===== config.mk =====
export PLATFORM = sky130hd
export DESIGN_NAME = afo_formatter
export DESIGN_NICKNAME = d
export VERILOG_FILES = /design/src/afo_pkg.sv /design/src/afo_pins_if.sv /design/src/afo_pin_sync.sv /design/src/afo_formatter.sv
export SDC_FILE = /design/constraint.sdc
export NUM_CORES = 1
export LEC_CHECK = 0
export BUFFER_PORTS_ARGS = -buffer_cell sky130_fd_sc_hd__buf_2
export CORE_MARGIN = 2
export CORE_UTILIZATION = 59
export DETAILED_ROUTE_END_ITERATION = 8
export GPL_ROUTABILITY_DRIVEN = 0
export GPL_TIMING_DRIVEN = 0
export PLACE_DENSITY = 0.83
export SYNTH_ARGS = -nofsm -noshare
export SYNTH_HDL_FRONTEND = slang
export SYNTH_SLANG_ARGS = --single-unit

===== constraint.sdc =====
create_clock -name ref_clk_in -period 6.3 [get_ports ref_clk_in]
set_input_delay 0 -clock ref_clk_in [delete_from_list [all_inputs] [get_ports ref_clk_in]]
set_output_delay 0 -clock ref_clk_in [all_outputs]
set_load 0.01 [all_outputs]

===== src/afo_pkg.sv =====
// Constants for the sample output formatter
package afo_pkg;

  // ----------------------------------------------------------------
  // Sample word
  // ----------------------------------------------------------------
  localparam int          WORD_W    = 13;
  localparam int          RAW_W     = 14;
  localparam int          CORR_W    = 16;
  localparam logic [12:0] MID_CODE  = 13'h1000;
  localparam logic [12:0] ALL_ONES  = 13'h1fff;
  localparam logic [12:0] ALL_ZEROS = 13'h0000;
  localparam int          MSB_POS   = 12;

  // ----------------------------------------------------------------
  // Pin synchroniser
  // ----------------------------------------------------------------
  localparam int          NUM_PINS  = 5;
  localparam int          PIN_SCLK  = 0;
  localparam int          PIN_FMT   = 1;
  localparam int          PIN_OEN   = 2;
  localparam int          PIN_PDN   = 3;
  localparam int          PIN_CKEN  = 4;
  localparam logic [4:0]  SYNC_RST  = 5'h14;
  localparam int          DCLK_LAG  = 3;

  // ----------------------------------------------------------------
  // Register map (byte addresses)
  // ----------------------------------------------------------------
  localparam logic [7:0]  ADR_CTRL     = 8'h00;
  localparam logic [7:0]  ADR_TRIM     = 8'h04;
  localparam logic [7:0]  ADR_STAT     = 8'h08;
  localparam logic [7:0]  ADR_IRQ_STAT = 8'h0c;
  localparam logic [7:0]  ADR_IRQ_MASK = 8'h10;
  localparam logic [7:0]  ADR_COUNT    = 8'h14;

  // ----------------------------------------------------------------
  // Fields and reset values
  // ----------------------------------------------------------------
  localparam int          CTRL_TWELVE  = 0;
  localparam int          STAT_FLAG    = 16;
  localparam int          STAT_PINS    = 20;
  localparam int          IRQ_W        = 3;
  localparam int          IRQ_OVER     = 0;
  localparam int          IRQ_UNDER    = 1;
  localparam int          IRQ_PDOWN    = 2;
  localparam logic        CTRL_RST     = 1'h0;
  localparam logic [13:0] TRIM_RST     = 14'h0000;
  localparam logic [2:0]  MASK_RST     = 3'h0;
  localparam logic [15:0] COUNT_RST    = 16'h0000;

endpackage : afo_pkg


===== src/afo_pins_if.sv =====
// Interface carrying raw pins and their synchronised levels
`timescale 1ns/1ps
interface afo_pins_if;
  logic [4:0] raw;
  logic [4:0] level;
  logic       sclk_rise;

  modport syncer (input raw, output level, output sclk_rise);
  modport user   (output raw, input level, input sclk_rise);
endinterface : afo_pins_if


===== src/afo_pin_sync.sv =====
// Three-stage synchronisers for the control pins and input clock
`timescale 1ns/1ps
module afo_pin_sync (
  // Clock and reset
  input  wire logic   ref_clk_in,
  input  wire logic   sys_rst_in,
  // Pins
  afo_pins_if.syncer  pins
);

  logic [4:0] s1_ff;
  logic [4:0] s2_ff;
  logic [4:0] s3_ff;
  logic [4:0] level_ff;
  logic       rise_ff;

  // ----------------------------------------------------------------
  // Per-pin chain; a level counts only once stages two and three agree
  // ----------------------------------------------------------------
  genvar i;
  generate
    for (i = 0; i < afo_pkg::NUM_PINS; i++) begin : g_pin
      always_ff @(posedge ref_clk_in) begin
        if (sys_rst_in) begin
          s1_ff[i]    <= afo_pkg::SYNC_RST[i];
          s2_ff[i]    <= afo_pkg::SYNC_RST[i];
          s3_ff[i]    <= afo_pkg::SYNC_RST[i];
          level_ff[i] <= afo_pkg::SYNC_RST[i];
        end else begin
          s1_ff[i] <= pins.raw[i];
          s2_ff[i] <= s1_ff[i];
          s3_ff[i] <= s2_ff[i];
          if (s2_ff[i] == s3_ff[i]) begin
            level_ff[i] <= s3_ff[i];
          end
        end
      end
    end
  endgenerate

  // Rising edge of the input clock only; falling edges are dropped
  always_ff @(posedge ref_clk_in) begin
    if (sys_rst_in) begin
      rise_ff <= 1'b0;
    end else begin
      rise_ff <= s2_ff[afo_pkg::PIN_SCLK] & s3_ff[afo_pkg::PIN_SCLK]
               & ~level_ff[afo_pkg::PIN_SCLK];
    end
  end

  assign pins.level     = level_ff;
  assign pins.sclk_rise = rise_ff;

endmodule : afo_pin_sync


===== src/afo_formatter.sv =====
// Sample output formatter: offset centring, clamping, coding, pin drive
`timescale 1ns/1ps
module afo_formatter (
  // Clock and reset
  input  wire logic        ref_clk_in,
  input  wire logic        sys_rst_in,
  // Converter side
  input  wire logic        sample_clk_in,
  input  wire logic [13:0] raw_sample_in,
  // Control pins
  input  wire logic        format_select_in,
  input  wire logic        output_enable_low_in,
  input  wire logic        power_down_low_in,
  input  wire logic        data_clock_out_enable_low_in,
  // Parallel output pins
  output logic [12:0]      data_out,
  output logic [12:0]      data_oe_out,
  output logic             range_flag_out,
  output logic             data_clock_out,
  output logic             data_clock_oe_out,
  // Wishbone slave
  input  wire logic        wb_cyc_in,
  input  wire logic        wb_stb_in,
  input  wire logic        wb_we_in,
  input  wire logic [7:0]  wb_adr_in,
  input  wire logic [3:0]  wb_sel_in,
  input  wire logic [31:0] wb_dat_in,
  output logic [31:0]      wb_dat_out,
  output logic             wb_ack_out,
  // Interrupt
  output logic             irq_out
);

  // ----------------------------------------------------------------
  // Functions
  // ----------------------------------------------------------------
  function automatic logic [31:0] lane_mask(input logic [3:0] sel);
    logic [31:0] m;
    m = 32'h0;
    for (int b = 0; b < 4; b++) begin
      m[b*8 +: 8] = {8{sel[b]}};
    end
    return m;
  endfunction : lane_mask

  function automatic logic flag_of(input logic [12:0] w, input logic twelve);
    logic hi_same;
    hi_same = (&w[12:1]) | ~(|w[12:1]);
    if (twelve) begin
      return hi_same & (w[0] == w[1]);
    end
    return (&w) | ~(|w);
  endfunction : flag_of

  // ----------------------------------------------------------------
  // Pin synchronisers
  // ----------------------------------------------------------------
  afo_pins_if pins ();

  assign pins.raw = {data_clock_out_enable_low_in, power_down_low_in,
                     output_enable_low_in, format_select_in, sample_clk_in};

  afo_pin_sync u_sync (
    .ref_clk_in (ref_clk_in),
    .sys_rst_in (sys_rst_in),
    .pins       (pins)
  );

  logic rise;
  logic fmt_s;
  logic oen_s;
  logic pdn_s;
  logic cken_s;

  assign rise   = pins.sclk_rise;
  assign fmt_s  = pins.level[afo_pkg::PIN_FMT];
  assign oen_s  = pins.level[afo_pkg::PIN_OEN];
  assign pdn_s  = pins.level[afo_pkg::PIN_PDN];
  assign cken_s = pins.level[afo_pkg::PIN_CKEN];

  // ----------------------------------------------------------------
  // Registers
  // ----------------------------------------------------------------
  logic        twelve_ff;
  logic [13:0] trim_ff;
  logic [2:0]  irq_stat_ff;
  logic [2:0]  irq_mask_ff;
  logic [15:0] count_ff;
  logic        ack_ff;
  logic [31:0] dat_ff;
  logic        irq_ff;
  logic        pdn_prev_ff;

  // ----------------------------------------------------------------
  // Datapath
  // ----------------------------------------------------------------
  logic               stage_vld_ff;
  logic signed [15:0] corr_ff;
  logic signed [15:0] nxt_corr;
  logic signed [15:0] trim_ext;
  logic signed [15:0] hi_lim;
  logic [12:0]        nxt_ob;
  logic               nxt_over;
  logic               nxt_under;
  logic [12:0]        data_ff;
  logic               range_ff;
  logic               fmt_ff;
  logic               upd_ff;
  logic [2:0]         dly_ff;
  logic               dclk_ff;
  logic               dclk_oe_ff;
  logic [12:0]        data_oe_ff;

  assign trim_ext = $signed({{2{trim_ff[13]}}, trim_ff});
  assign hi_lim   = $signed({3'b000, afo_pkg::ALL_ONES});

  // Centre the result digitally so that zero input lands on mid-scale
  always_comb begin
    nxt_corr = $signed({3'b000, afo_pkg::MID_CODE})
             + $signed({{2{raw_sample_in[13]}}, raw_sample_in})
             - trim_ext;
  end

  // Stage one: capture on the input clock's rising edge only
  always_ff @(posedge ref_clk_in) begin
    if (sys_rst_in || !pdn_s) begin
      stage_vld_ff <= 1'b0;
      corr_ff      <= 16'sh0000;
    end else begin
      stage_vld_ff <= rise;
      if (rise) begin
        corr_ff <= nxt_corr;
      end
    end
  end

  // Clamp: the centred code clips before the raw code would wrap
  always_comb begin
    nxt_over  = 1'b0;
    nxt_under = 1'b0;
    if (corr_ff > hi_lim) begin
      nxt_ob   = afo_pkg::ALL_ONES;
      nxt_over = 1'b1;
    end else if (corr_ff < 16'sh0000) begin
      nxt_ob    = afo_pkg::ALL_ZEROS;
      nxt_under = 1'b1;
    end else begin
      nxt_ob = corr_ff[12:0];
    end
  end

  // Stage two: coding and flag; flag judged on the offset-binary word
  always_ff @(posedge ref_clk_in) begin
    if (sys_rst_in || !pdn_s) begin
      data_ff  <= afo_pkg::ALL_ZEROS;
      range_ff <= 1'b0;
      fmt_ff   <= 1'b0;
      upd_ff   <= 1'b0;
    end else begin
      upd_ff <= stage_vld_ff;
      if (stage_vld_ff) begin
        data_ff  <= {nxt_ob[12] ^ fmt_s, nxt_ob[11:0]};
        range_ff <= flag_of(nxt_ob, twelve_ff);
        fmt_ff   <= fmt_s;
      end
    end
  end

  // Data clock lags the input clock so the word has settled at its rise
  always_ff @(posedge ref_clk_in) begin
    if (sys_rst_in || !pdn_s) begin
      dly_ff  <= 3'h0;
      dclk_ff <= 1'b0;
    end else begin
      dly_ff  <= {dly_ff[1:0], pins.level[afo_pkg::PIN_SCLK]};
      dclk_ff <= dly_ff[afo_pkg::DCLK_LAG-1];
    end
  end

  // Pin enables; bit 0 stays driven in twelve-bit use, the receiver ignores it
  always_ff @(posedge ref_clk_in) begin
    if (sys_rst_in) begin
      data_oe_ff <= 13'h0000;
      dclk_oe_ff <= 1'b0;
    end else begin
      data_oe_ff <= oen_s ? 13'h0000 : afo_pkg::ALL_ONES;
      dclk_oe_ff <= ~cken_s;
    end
  end

  // ----------------------------------------------------------------
  // Wishbone slave: one-cycle registered ack, zero for unmapped reads
  // ----------------------------------------------------------------
  logic        req;
  logic        wr;
  logic [31:0] wm;

  assign req = wb_cyc_in & wb_stb_in & ~ack_ff;
  assign wr  = req & wb_we_in;
  assign wm  = lane_mask(wb_sel_in);

  // Acknowledge and read mux
  always_ff @(posedge ref_clk_in) begin
    if (sys_rst_in) begin
      ack_ff <= 1'b0;
      dat_ff <= 32'h0;
    end else begin
      ack_ff <= req;
      if (req && !wb_we_in) begin
        unique case (wb_adr_in)
          afo_pkg::ADR_CTRL:     dat_ff <= {31'h0, twelve_ff};
          afo_pkg::ADR_TRIM:     dat_ff <= {18'h0, trim_ff};
          afo_pkg::ADR_STAT:     dat_ff <= {7'h0, pins.level, 3'h0, range_ff,
                                            3'h0, data_ff};
          afo_pkg::ADR_IRQ_STAT: dat_ff <= {29'h0, irq_stat_ff};
          afo_pkg::ADR_IRQ_MASK: dat_ff <= {29'h0, irq_mask_ff};
          afo_pkg::ADR_COUNT:    dat_ff <= {16'h0, count_ff};
          default:               dat_ff <= 32'h0;
        endcase
      end
    end
  end

  // Software-written controls
  always_ff @(posedge ref_clk_in) begin
    if (sys_rst_in) begin
      twelve_ff   <= afo_pkg::CTRL_RST;
      trim_ff     <= afo_pkg::TRIM_RST;
      irq_mask_ff <= afo_pkg::MASK_RST;
    end else if (wr) begin
      if (wb_adr_in == afo_pkg::ADR_CTRL && wm[afo_pkg::CTRL_TWELVE]) begin
        twelve_ff <= wb_dat_in[afo_pkg::CTRL_TWELVE];
      end
      if (wb_adr_in == afo_pkg::ADR_TRIM) begin
        trim_ff <= (trim_ff & ~wm[13:0]) | (wb_dat_in[13:0] & wm[13:0]);
      end
      if (wb_adr_in == afo_pkg::ADR_IRQ_MASK) begin
        irq_mask_ff <= (irq_mask_ff & ~wm[2:0]) | (wb_dat_in[2:0] & wm[2:0]);
      end
    end
  end

  // Updated-word counter, cleared by any write to it
  always_ff @(posedge ref_clk_in) begin
    if (sys_rst_in) begin
      count_ff <= afo_pkg::COUNT_RST;
    end else if (wr && wb_adr_in == afo_pkg::ADR_COUNT) begin
      count_ff <= afo_pkg::COUNT_RST;
    end else if (upd_ff) begin
      count_ff <= count_ff + 16'h0001;
    end
  end

  // ----------------------------------------------------------------
  // Interrupts: sticky, write one to clear, a new event beats the clear
  // ----------------------------------------------------------------
  logic [2:0] ev;
  logic [2:0] clr;

  assign ev[afo_pkg::IRQ_OVER]  = stage_vld_ff & nxt_over;
  assign ev[afo_pkg::IRQ_UNDER] = stage_vld_ff & nxt_under;
  assign ev[afo_pkg::IRQ_PDOWN] = pdn_prev_ff & ~pdn_s;
  assign clr = (wr && wb_adr_in == afo_pkg::ADR_IRQ_STAT) ?
               (wb_dat_in[2:0] & wm[2:0]) : 3'h0;

  // Status, interrupt line and power-down edge memory
  always_ff @(posedge ref_clk_in) begin
    if (sys_rst_in) begin
      irq_stat_ff <= 3'h0;
      irq_ff      <= 1'b0;
      pdn_prev_ff <= 1'b0;
    end else begin
      irq_stat_ff <= (irq_stat_ff & ~clr) | ev;
      irq_ff      <= |(irq_stat_ff & irq_mask_ff);
      pdn_prev_ff <= pdn_s;
    end
  end

  // ----------------------------------------------------------------
  // Outputs
  // ----------------------------------------------------------------
  assign data_out          = data_ff;
  assign data_oe_out       = data_oe_ff;
  assign range_flag_out    = range_ff;
  assign data_clock_out    = dclk_ff;
  assign data_clock_oe_out = dclk_oe_ff;
  assign wb_dat_out        = dat_ff;
  assign wb_ack_out        = ack_ff;
  assign irq_out           = irq_ff;

  logic [12:0] ob_view;
  assign ob_view = data_ff ^ {fmt_ff, 12'h000};
endmodule : afo_formatter


# Word-level counts from Yosys, hierarchy flattened
# Cells that the tools add are included.
totals:
  out_inout_bits: 63
  latchBits: 0
  reg_bits: 143
  in_bits: 68
  elab_cells: 115
  n_memories: 0
  ram_bits: 0
  romBits: 0
classes:
  eq_ne: 11
  n_mul: 0
  add_sub_neg: 3
  bitwise_logic: 30
  mux: 13
  shift: 0
  magnitude_cmp: 2
  div_mod_pow: 0
  n_reduce_logical: 17
ops:
  columns: ["cell", "count"]
  rows:
  - ["$pmux 25 s6", 1]
  - ["$mux 13", 3]
  - ["$and 14x14->14", 2]
  - ["$add 16x1->16 const B", 1]
  - ["$eq 8x4->1 const B", 2]
  - ["$eq 8x5->1 const B", 2]
  - ["$gt 16x14->1 const B", 1]
  - ["$lt 16x1->1 const B", 1]
  - ["$sub 15x14->16", 1]
  - ["$add 14x14->15 const A", 1]
  - ["$not 14->14", 1]
  - ["$or 14x14->14", 1]
  - ["$reduce_and 13->1", 1]
  - ["$reduce_or 13->1", 1]
  - ["$and 3x3->3", 4]
  - ["$reduce_and 12->1", 1]
  - ["$reduce_or 12->1", 1]
  - ["$and 1x1->1", 9]
  - ["$eq 8x3->1 const B", 1]
  - ["$logic_not 8->1", 1]
  - ["$mux 1", 8]
  - ["$eq 1x1->1", 6]
  - ["$not 1->1", 6]
  - ["$not 3->3", 2]
  - ["10 further kinds", 18]

# Depth between registers and ports, before layout
# Gate-level depths: netlist of the first run.
depth:
  word_depth: 9
  ltp_mapped: 10
  ltp_nobuf: 10

# Hierarchy
# A second synthesis of the first run with hierarchy kept.
unflattened:
  hier_cells: 663
  hier_area_um2: 5968.2
by_module_without_submodules:
  columns: ["module", "seq_area_each_um2", "cells_each", "area_each_um2", "n_inst"]
  rows:
  - ["afo_formatter", 2001.9, 609, 5337.6, 1]
  - ["afo_pin_sync", 420.4, 54, 630.6, 1]

# Least setup slack after synthesis of the first run
# OpenSTA, ideal clock, no wires.
synth_timing:
  kind: "reg-to-reg"
  start: "reg with a tool-made name"
  end: "reg corr_ff[11]"
  arrival_time_ns: 2.289
  path_stages_with_launch: 10
  path_buffers: 0
  setup_slack_ns: 3.889
  period_less_slack_ns: 2.411
  setup_time_ns: 0.122
  required_time_ns: 6.178
  path_cell_list: "dfxtp_1 inv_1 ha_1 ha_1 fa_1 a21o_1 nand4_1 a32oi_1 a31o_2 a221o_1"
synth_rtl:
  columns: ["element", "line_no", "rtl"]
  rows:
  - ["end signal, assigned", "afo_formatter.sv:132", "corr_ff <= nxt_corr;"]
  - ["end, declared", "afo_formatter.sv:98", "logic signed [15:0] corr_ff;"]

==> results.yml, run 1 <==
status:
  status: "complete, no violations"
worst_setup_path:
  path_delay_family: "compound AO/OA/AOI/OAI gates"
  cp_cell_sequence: "inv_1 > ha_1 > ha_1 > fa_1 > a21o_1 > nand4_1 > a32oi_1 > a31o_2 > a221o_1"
  crit_path_top_delay_cell: "fa_1"
  cp.arrival_ps: 3140
  crit_buf_inv: 1
  cp_slowest_stage_delay_ps: 420
  cp_common_cell: "ha_1"
  critPathLaunchType: "register"
  ff2ff_path_depth: 9
  path_depth: 9
  cp-end-kind: "register"
  worst_ep_required_time_ps: 6700
  cp_max_fo: 6
  criticalPathCategory: "register to register"
timing:
  slew_headroom: 0.329
  min_period_ps: 2740
  clock_skew_ps: 7.31
  rsz0062_at_grt: "no"
  drv_slew: 0
  period_share: 0.434
  finalSetupViolations: 0
  max_freq_ghz: 0.365
  tightest_slew_ps: 993
  layout_setup_ws_ps: 3560
  hold_violations: 0
  setup_tns_ps: 0
cells_and_area:
  utilization: 0.766
  syn_to_final_growth_pct: 26.7
  drive_above_1_share: 0.207
  antenna_cells: 0
  fin_nets: 909
  post-route-cell-area_mm2: 0.00742
placement:
  port_buffers: 97
  placed_area_mm2: 0.00654
  dpl.hpwl_um: 11400
  pre_cts_ws_ps: 3580
clocking:
  post-cts-setup-buffers: 0
  cts_tree: "done"
  clk_path_buf_depth: 2
  postCtsHoldBufs: 30
  cts_buffers: 17
  root_buffer: "clkbuf_8"
  insertion_delay_ps: 510
  htreeDepth: 4
  numClockSinks: 121
  cts_resized: 0
  path_clk_slew_ps: 60
yosys:
  synth_edf_count: 0
  synth_area_mm2: 0.00586
  synthSimpleGateAreaFrac: 0.194
  synth_top_family_by_area: "simple AND/OR/NAND/NOR gates"
  synth_adder_area_share: 0.0675
  synthMuxAreaShare: 0.0861
  synth_cells: 655
  synth_xor_area_frac: 0.0284
  synth.distinct_cells: 61
  async_flop_share: 0
  synth-seq-cells: 121
  ys.flop_type: "dfxtp_1"
  yosysSeqAreaShare: 0.414
  synth_compound_area_frac: 0.141
  yosys_warnings: 0
  syn-mean-instance-area_um2: 8.94
global_route:
  grt_pass1_wl_um: 27600
  grt_max_degree: 17
  grt_pass1_vias: 5545
  antenna_found_initial: 0
  grt_use_total: 0.320
  grt-ovfl-total: 0
route:
  drtIter0Drc: 505
  wl_um: 17300
  final_antenna_net_count: 0
  vias: 5624
  drcViolationCount: 0
  detail_route.wl_per_cell_um: 18.1
  drtPass1Iterations: 6
  avgViaCountPerCell: 5.88
floorplan:
  initial_core_util: 0.605
  core_area_mm2: 0.00968
  die_w_um: 104
  dieArea_mm2: 0.0107
  die_h_um: 104
  io_pins: 131
  rows: 36
power_and_ir_drop:
  p_leak_nw: 3.06
  ir_drop_mv: 0.168
  finalPower_mw: 1.86
  power.density_mw_per_mm2: 250
hold_path:
  hp-class: "input port to register"
  min_path_cells: 5
job:
  max_cap_violations: 0
-- path summary, 6_finish.rpt --
check / start / endpoint / slack [ps]
worst max-delay path: register / corr_ff[11] / 3560
worst min-delay path: raw_sample_in[1] / corr_ff[1] / 9
worst max register to register: register / corr_ff[11] / 3560
worst min register to register: u_sync.s1_ff[2] / u_sync.s2_ff[2] / 410
-- cells in the mapped netlist, types with 4 or more instances --
cell	number	area, um^2
xnor2_1	7	61.3
nand4_1	10	62.6
xor2_1	12	105
a211oi_1	6	45.0
nor2b_1	11	68.8
inv_1	28	105
nand2_1	28	105
nand2b_1	4	25.0
nor2_1	110	413
or3_1	5	31.3
a21oi_1	30	150
nor3_1	5	25.0
buf_4	22	165
nand3_1	12	60.1
and4_1	4	35.0
clkbuf_1	25	93.8
or2_2	7	43.8
ha_1	30	375
mux2i_1	47	470
buf_1	5	18.8
and2_1	8	50.1
a22oi_1	19	143
dfxtp_1	121	2420
o2bb2ai_1	11	96.3
o21ai_0	21	105
a21o_1	5	37.5
-- worst min-delay path, stage by stage --
cell and delay, ps:
buf_2 90, ha_1 130, ha_1 130, mux2i_1 60
nor2_1 70
-- report_power, final --
group / leakage [nW] / total [mW] / internal (mW) / switching (mW)
combinational: 1.81 / 0.141 / 0.0608 / 0.0801
sequential: 0.977 / 0.772 / 0.770 / 0.00192
clock: 0.274 / 0.943 / 0.570 / 0.374
total: 3.06 / 1.86 / 1.40 / 0.456
-- metal layers --
| layer | global-route usage | vias up | share of wire |
|---|---|---|---|
| li1 | - | 2590 | - |
| met1 | 0.369 | 2696 | 0.39 |
| met2 | 0.554 | 271 | 0.49 |
| met3 | 0.0724 | 67 | 0.072 |
| met4 | 0.172 | 0 | 0.042 |
| met5 | 0 | - | 0 |
-- cell families after synthesis --
logic type               Yosys count
buffers and inverters             83
other                              1
AO/OA/AOI/OAI                    122
AND/OR/NAND/NOR                  228
flip-flops                       121
adder cells (fa/ha/maj)           31
XOR/XNOR                          19
multiplexers                      50
-- cell usage in the layout (no fill, tap or decap), types with 8 or more instances in the layout --
cell	n
inv_1	28
conb_1	10
o2bb2ai_1	11
dlygate4sd3_1	30
ha_1	30
nor2_1	110
nand2_1	28
buf_4	22
a21oi_1	30
clkbuf_1	25
a22oi_1	19
buf_2	98
dfxtp_1	121
mux2i_1	47
nand4_1	10
nand3_1	12
o21ai_0	21
clkbuf_16	16
and2_1	8
xor2_1	12
nor2b_1	11
-- area by class of cell --
cell class | instances | area (um^2)
fill | 585 | 2260
sequential | 121 | 2420
timing repair buffer | 127 | 786
tap | 133 | 166
buffer | 54 | 294
inverter | 29 | 109
multi-input combinational | 460 | 3070
clock buffer | 17 | 414
clock inverter | 15 | 164
-- through the flow --
| step | instances | hold WS, ps |
|---|---|---|
| 4_1_cts | 956 | 2.92 |
| 3_3_place_gp | 894 | 186 |
| 2_1_floorplan | 664 | 104 |
| 5_1_grt | 956 | 33.6 |
| 6_report | 956 | 9.13 |
| 3_5_place_dp | 894 | 188 |
Note: power is estimated with default switching activity, not from simulation.
==> run 2, diff against run 1 <==
--- a/config.mk
+++ b/config.mk
@@ -7,11 +7,11 @@
 export LEC_CHECK = 0
 export BUFFER_PORTS_ARGS = -buffer_cell sky130_fd_sc_hd__buf_2
 export CORE_MARGIN = 2
-export CORE_UTILIZATION = 59
+export CORE_UTILIZATION = 54
 export DETAILED_ROUTE_END_ITERATION = 8
 export GPL_ROUTABILITY_DRIVEN = 0
 export GPL_TIMING_DRIVEN = 0
-export PLACE_DENSITY = 0.83
+export PLACE_DENSITY = 0.77
 export SYNTH_ARGS = -nofsm -noshare
 export SYNTH_HDL_FRONTEND = slang
 export SYNTH_SLANG_ARGS = --single-unit
==> constraint.sdc (replaced) <==
create_clock -name ref_clk_in -period 2.78 [get_ports ref_clk_in]
set_input_delay 0 -clock ref_clk_in [delete_from_list [all_inputs] [get_ports ref_clk_in]]
set_output_delay 0 -clock ref_clk_in [all_outputs]
set_load 0.01 [all_outputs]
==> run 2 against run 1 <==
Combinational power up 130%. Global-route usage is 4.2 points lower. Non-clock buffer count grew 1. First-iteration DRC count decreased by 23%.
==> results.yml, run 2 (synthesis gave the netlist of run 1 again) <==
route:
  vias: 5429
  final_antenna_net_count: 0
  drtIter0Drc: 391
  drcViolationCount: 0
  wl_um: 16300
  drtPass1Iterations: 5
  detail_route.wl_per_cell_um: 16.9
  avgViaCountPerCell: 5.64
worst_setup_path:
  cp_common_cell: "dlygate4sd3_1"
  cp-end-kind: "register"
  r2r_end: "corr_ff[11]"
  cp_cell_sequence: "dlygate4sd3_1 > buf_2 > nand2b_1 > or4_4 > buf_6 > nor4_4 > mux2i_1 > dlygate4sd3_1 > nor2_1"
  cp.arrival_ps: 3060
  cp_max_fo: 8
  reg2reg_slack_ps: 110
  cp_slowest_stage_delay_ps: 610
  critPathLaunchType: "input port"
  crit_path_top_delay_cell: "nor4_4"
  ff2ff_path_depth: 9
  criticalPathCategory: "input port to register"
  worst_ep_required_time_ps: 3170
global_route:
  grt_pass1_wl_um: 25300
  grt_max_degree: 17
  antenna_found_initial: 0
  grt-ovfl-total: 0
  grt_pass1_vias: 5217
  grt_use_total: 0.279
clocking:
  cts_buffers: 17
  clk_path_buf_depth: 2
  numClockSinks: 121
  htreeDepth: 4
  insertion_delay_ps: 520
  cts_tree: "done"
  path_clk_slew_ps: 60
  root_buffer: "clkbuf_8"
hold_path:
  hp-class: "input port to register"
  hold_start: "raw_sample_in[1]"
  min_path_cells: 5
  hold_end: "corr_ff[1]"
timing:
  slew_headroom: 0.381
  setup_tns_ps: 0
  drv_slew: 0
  tightest_slew_ps: 916
  finalSetupViolations: 0
  clock_skew_ps: 6.13
  hold_ws_ps: 5.54
  period_share: 0.961
  layout_setup_ws_ps: 107
  rsz0062_at_grt: "no"
  hold_violations: 0
  min_period_ps: 2670
  max_freq_ghz: 0.374
cells_and_area:
  utilization: 0.698
  syn_to_final_growth_pct: 27.5
  drive_above_1_share: 0.208
  fin_nets: 910
  final_common_cell: "dfxtp_1"
  fillCellCount: 815
  antenna_cells: 0
  final_cell_mix: "121 x dfxtp_1, 110 x nor2_1, 98 x buf_2"
power_and_ir_drop:
  ir_drop_mv: 0.475
  p_leak_nw: 3.07
  power.density_mw_per_mm2: 567
status:
  status: "complete, no violations"
placement:
  dpl.hpwl_um: 11500
  port_buffers: 97
  pre_cts_ws_ps: 126
floorplan:
  initial_core_util: 0.547
  die_h_um: 108
  rows: 38
  core_area_mm2: 0.0107
  io_pins: 131
  die_w_um: 108
  dieArea_mm2: 0.0117
job:
  max_cap_violations: 0
## run 2: cell count changes in the layout (fill, tap and decap cells not counted), sizes merged
cell         previous run  this run
dlygate4sd3            30        31
inv                    35        29
clkinv                  3         6
clkbuf                 42        43
bufinv                  2         3
## run 2: report_power, final
| part | leakage (nW) | total (mW) | switching, mW | internal [mW] |
|---|---|---|---|---|
| Clock | 0.278 | 2.16 | 0.784 | 1.37 |
| Combinational | 1.82 | 0.324 | 0.181 | 0.143 |
| Sequential | 0.977 | 1.75 | 0.00433 | 1.74 |
| Total | 3.07 | 4.23 | 0.969 | 3.26 |
## run 2: final cells by class
type,instances,area (um^2),share of cell area
Buffer,54,294,0.0394
Clock buffer,18,428,0.0573
Clock inverter,13,154,0.0206
Inverter,29,109,0.0146
Multi-Input combinational cell,460,3090,0.414
Sequential cell,121,2420,0.324
Tap cell,140,175,0.0235
Timing Repair Buffer,128,796,0.107
## run 2: worst max path at each step
stage / depth (start not counted) / endpoint / start
after floorplan: 9 / corr_ff[11] / register
after global placement: 9 / corr_ff[11] / register
after detailed placement: 9 / corr_ff[11] / register
after CTS: 9 / corr_ff[11] / register
after global routing: 9 / corr_ff[11] / register
final: 9 / register / wb_adr_in[3]
## run 2: repair_timing
item,4_1_cts,5_1_grt
hold buffers,31,0
endpoints found under the hold margin,33,0
setup endpoints to repair,0,3
buffers inserted,0,0
resized for setup,0,3
## run 2: critical path: cells and delay by family
kind	cells	cell delay, ps
buf+inv	4	1460
mux	1	250
simple gates	4	1350
## run 2: metrics by stage
stage | std cells | power, mW | cell area [um^2]
after floorplan | 664 | 1.97 | 5890
after CTS | 963 | 4.22 | 7440
after global placement | 901 | 2.06 | 6550
final | 963 | 4.23 | 7470
after detailed placement | 901 | 2.06 | 6550
after global routing | 963 | 4.34 | 7470
## run 2: per-layer routing
metal	routed length, um	part of all wire	vias up	GRT usage
li1	-	-	2588	-
met1	6740	0.41	2587	0.331
met2	7910	0.48	201	0.471
met3	1050	0.064	53	0.0639
met4	608	0.037	0	0.144
met5	0	0	-	0
==> run 3, diff against run 2 <==
--- a/config.mk
+++ b/config.mk
@@ -11,7 +11,9 @@
 export DETAILED_ROUTE_END_ITERATION = 8
 export GPL_ROUTABILITY_DRIVEN = 0
 export GPL_TIMING_DRIVEN = 0
-export PLACE_DENSITY = 0.77
+export PLACE_DENSITY = 0.85
+export REMOVE_ABC_BUFFERS = 1
+export SKIP_LAST_GASP = 1
 export SYNTH_ARGS = -nofsm -noshare
 export SYNTH_HDL_FRONTEND = slang
 export SYNTH_SLANG_ARGS = --single-unit
==> run 3 against run 2 <==
Clock-buffer cell count stayed put. Sequential share of layout area rose by 0.79 points. Combinational power shrank 5%. Critical path depth is 1 lower. Clock skew increased by 10 ps. Via count fell by 1.4%. Sequential cell count is the same. Routed wire length decreased by 1.8%. Fmax is 1.6% lower. Core utilization fell by 1.6 points. Sequential power hardly changed.
==> results.yml, run 3 (synthesis gave the netlist of run 1 again) <==
route:
  wl_um: 16000
  drtIter0Drc: 627
  vias: 5354
  dr.max_layer_used: "met4"
  avgViaCountPerCell: 5.82
  route.met2.wl_um: 7880
  wl_met1_um: 6280
  drcViolationCount: 0
  wl_met3_um: 1130
  drtPass1Iterations: 6
  detail_route.wl_per_cell_um: 17.4
  final_antenna_net_count: 0
power_and_ir_drop:
  p_leak_nw: 2.96
  ir_drop_mv: 0.398
  power.density_mw_per_mm2: 587
global_route:
  antenna_found_initial: 0
  grt_pass1_wl_um: 25000
  grt_use_total: 0.273
  grt-ovfl-total: 0
  grt_max_degree: 71
  grt_pass1_vias: 5109
cells_and_area:
  syn_to_final_growth_pct: 24.5
  final_cell_mix: "120 x dfxtp_1, 110 x nor2_1, 100 x buf_2"
  final_common_cell: "dfxtp_1"
  drive_above_1_share: 0.200
  fin_nets: 866
  post-route-cell-area_mm2: 0.00729
  antenna_cells: 0
floorplan:
  die_w_um: 108
  io_pins: 131
  dieArea_mm2: 0.0117
  core_area_mm2: 0.0107
  die_h_um: 108
  initial_core_util: 0.547
  rows: 38
hold_path:
  hp-class: "input port to register"
  min_path_cells: 5
clocking:
  htreeDepth: 4
  path_clk_slew_ps: 60
  cts_buffers: 17
  root_buffer: "clkbuf_8"
  insertion_delay_ps: 530
  numClockSinks: 121
  cts_tree: "done"
  clk_path_buf_depth: 2
worst_setup_path:
  cp-end-kind: "register"
  ff2ff_path_depth: 8
  criticalPathCategory: "input port to register"
  worst_ep_required_time_ps: 3220
  critPathLaunchType: "input port"
  cp_max_fo: 5
  reg2reg_slack_ps: 80
  cp.arrival_ps: 3160
job:
  max_cap_violations: 0
timing:
  rsz0062_at_grt: "yes"
  setup_tns_ps: 0
  slew_headroom: 0.183
  drv_slew: 0
  min_period_ps: 2720
  period_share: 0.977
  max_freq_ghz: 0.368
  hold_violations: 0
  finalSetupViolations: 0
  tightest_slew_ps: 1230
  clock_skew_ps: 16.5
placement:
  dpl.hpwl_um: 9960
  placed_area_mm2: 0.00627
  port_buffers: 100
status:
  status: "complete, no violations"
-- run 3: report_power, final --
part / leakage, nW / switching, mW / internal (mW)
Combinational: 1.69 / 0.175 / 0.133
Sequential: 0.978 / 0.00466 / 1.74
Clock: 0.288 / 0.829 / 1.39
Total: 2.96 / 1.01 / 3.27
-- run 3: critical path, stage by stage --
cell and delay, ps:
dlygate4sd3_1 540, buf_2 130, or3_4 350, dlygate4sd3_1 600, nor4_1 570, dlygate4sd3_1 680, nand4_1 110, a21oi_1 170
-- run 3: path summary, 6_finish.rpt --
check,startpoint,end
max,wb_adr_in[6],wb_dat_out[15]
min,raw_sample_in[1],corr_ff[1]
max reg2reg,register,corr_ff[12]
min reg2reg,u_sync.s1_ff[2],u_sync.s2_ff[2]
-- run 3: per-stage QoR --
step	hold slack, ps	cells	setup slack, ps	utilization	total power, mW
after floorplan	66.7	610	279	-	1.94
after global placement	182	850	-557	0.586	2.03
after detailed placement	186	850	-619	0.586	2.04
after CTS	0.585	918	11.6	0.677	4.27
after global routing	39.0	920	-123	0.682	4.40
final	16.8	920	64.3	0.682	4.28
-- run 3: cell type report --
type / count / area, um^2
clock buffer: 18 / 428
clock inverter: 14 / 171
fill: 785 / 3400
inverter: 29 / 109
multi-input combinational: 460 / 3110
sequential: 121 / 2420
tap: 140 / 175
timing repair buffer: 138 / 876
-- run 3: repair_timing --
action	4_1_cts	5_1_grt
resized for setup	3	6
setup endpoints to repair	20	26
hold endpoints to repair	34	0
buffers inserted	0	2
cloned	0	0
pin swaps	0	1
hold buffers	36	0
-- run 3: metal layers --
layer | vias up | global-route usage
li1 | 2498 | -
met1 | 2514 | 0.317
met2 | 276 | 0.466
met3 | 66 | 0.0609
met4 | 0 | 0.151
met5 | - | 0
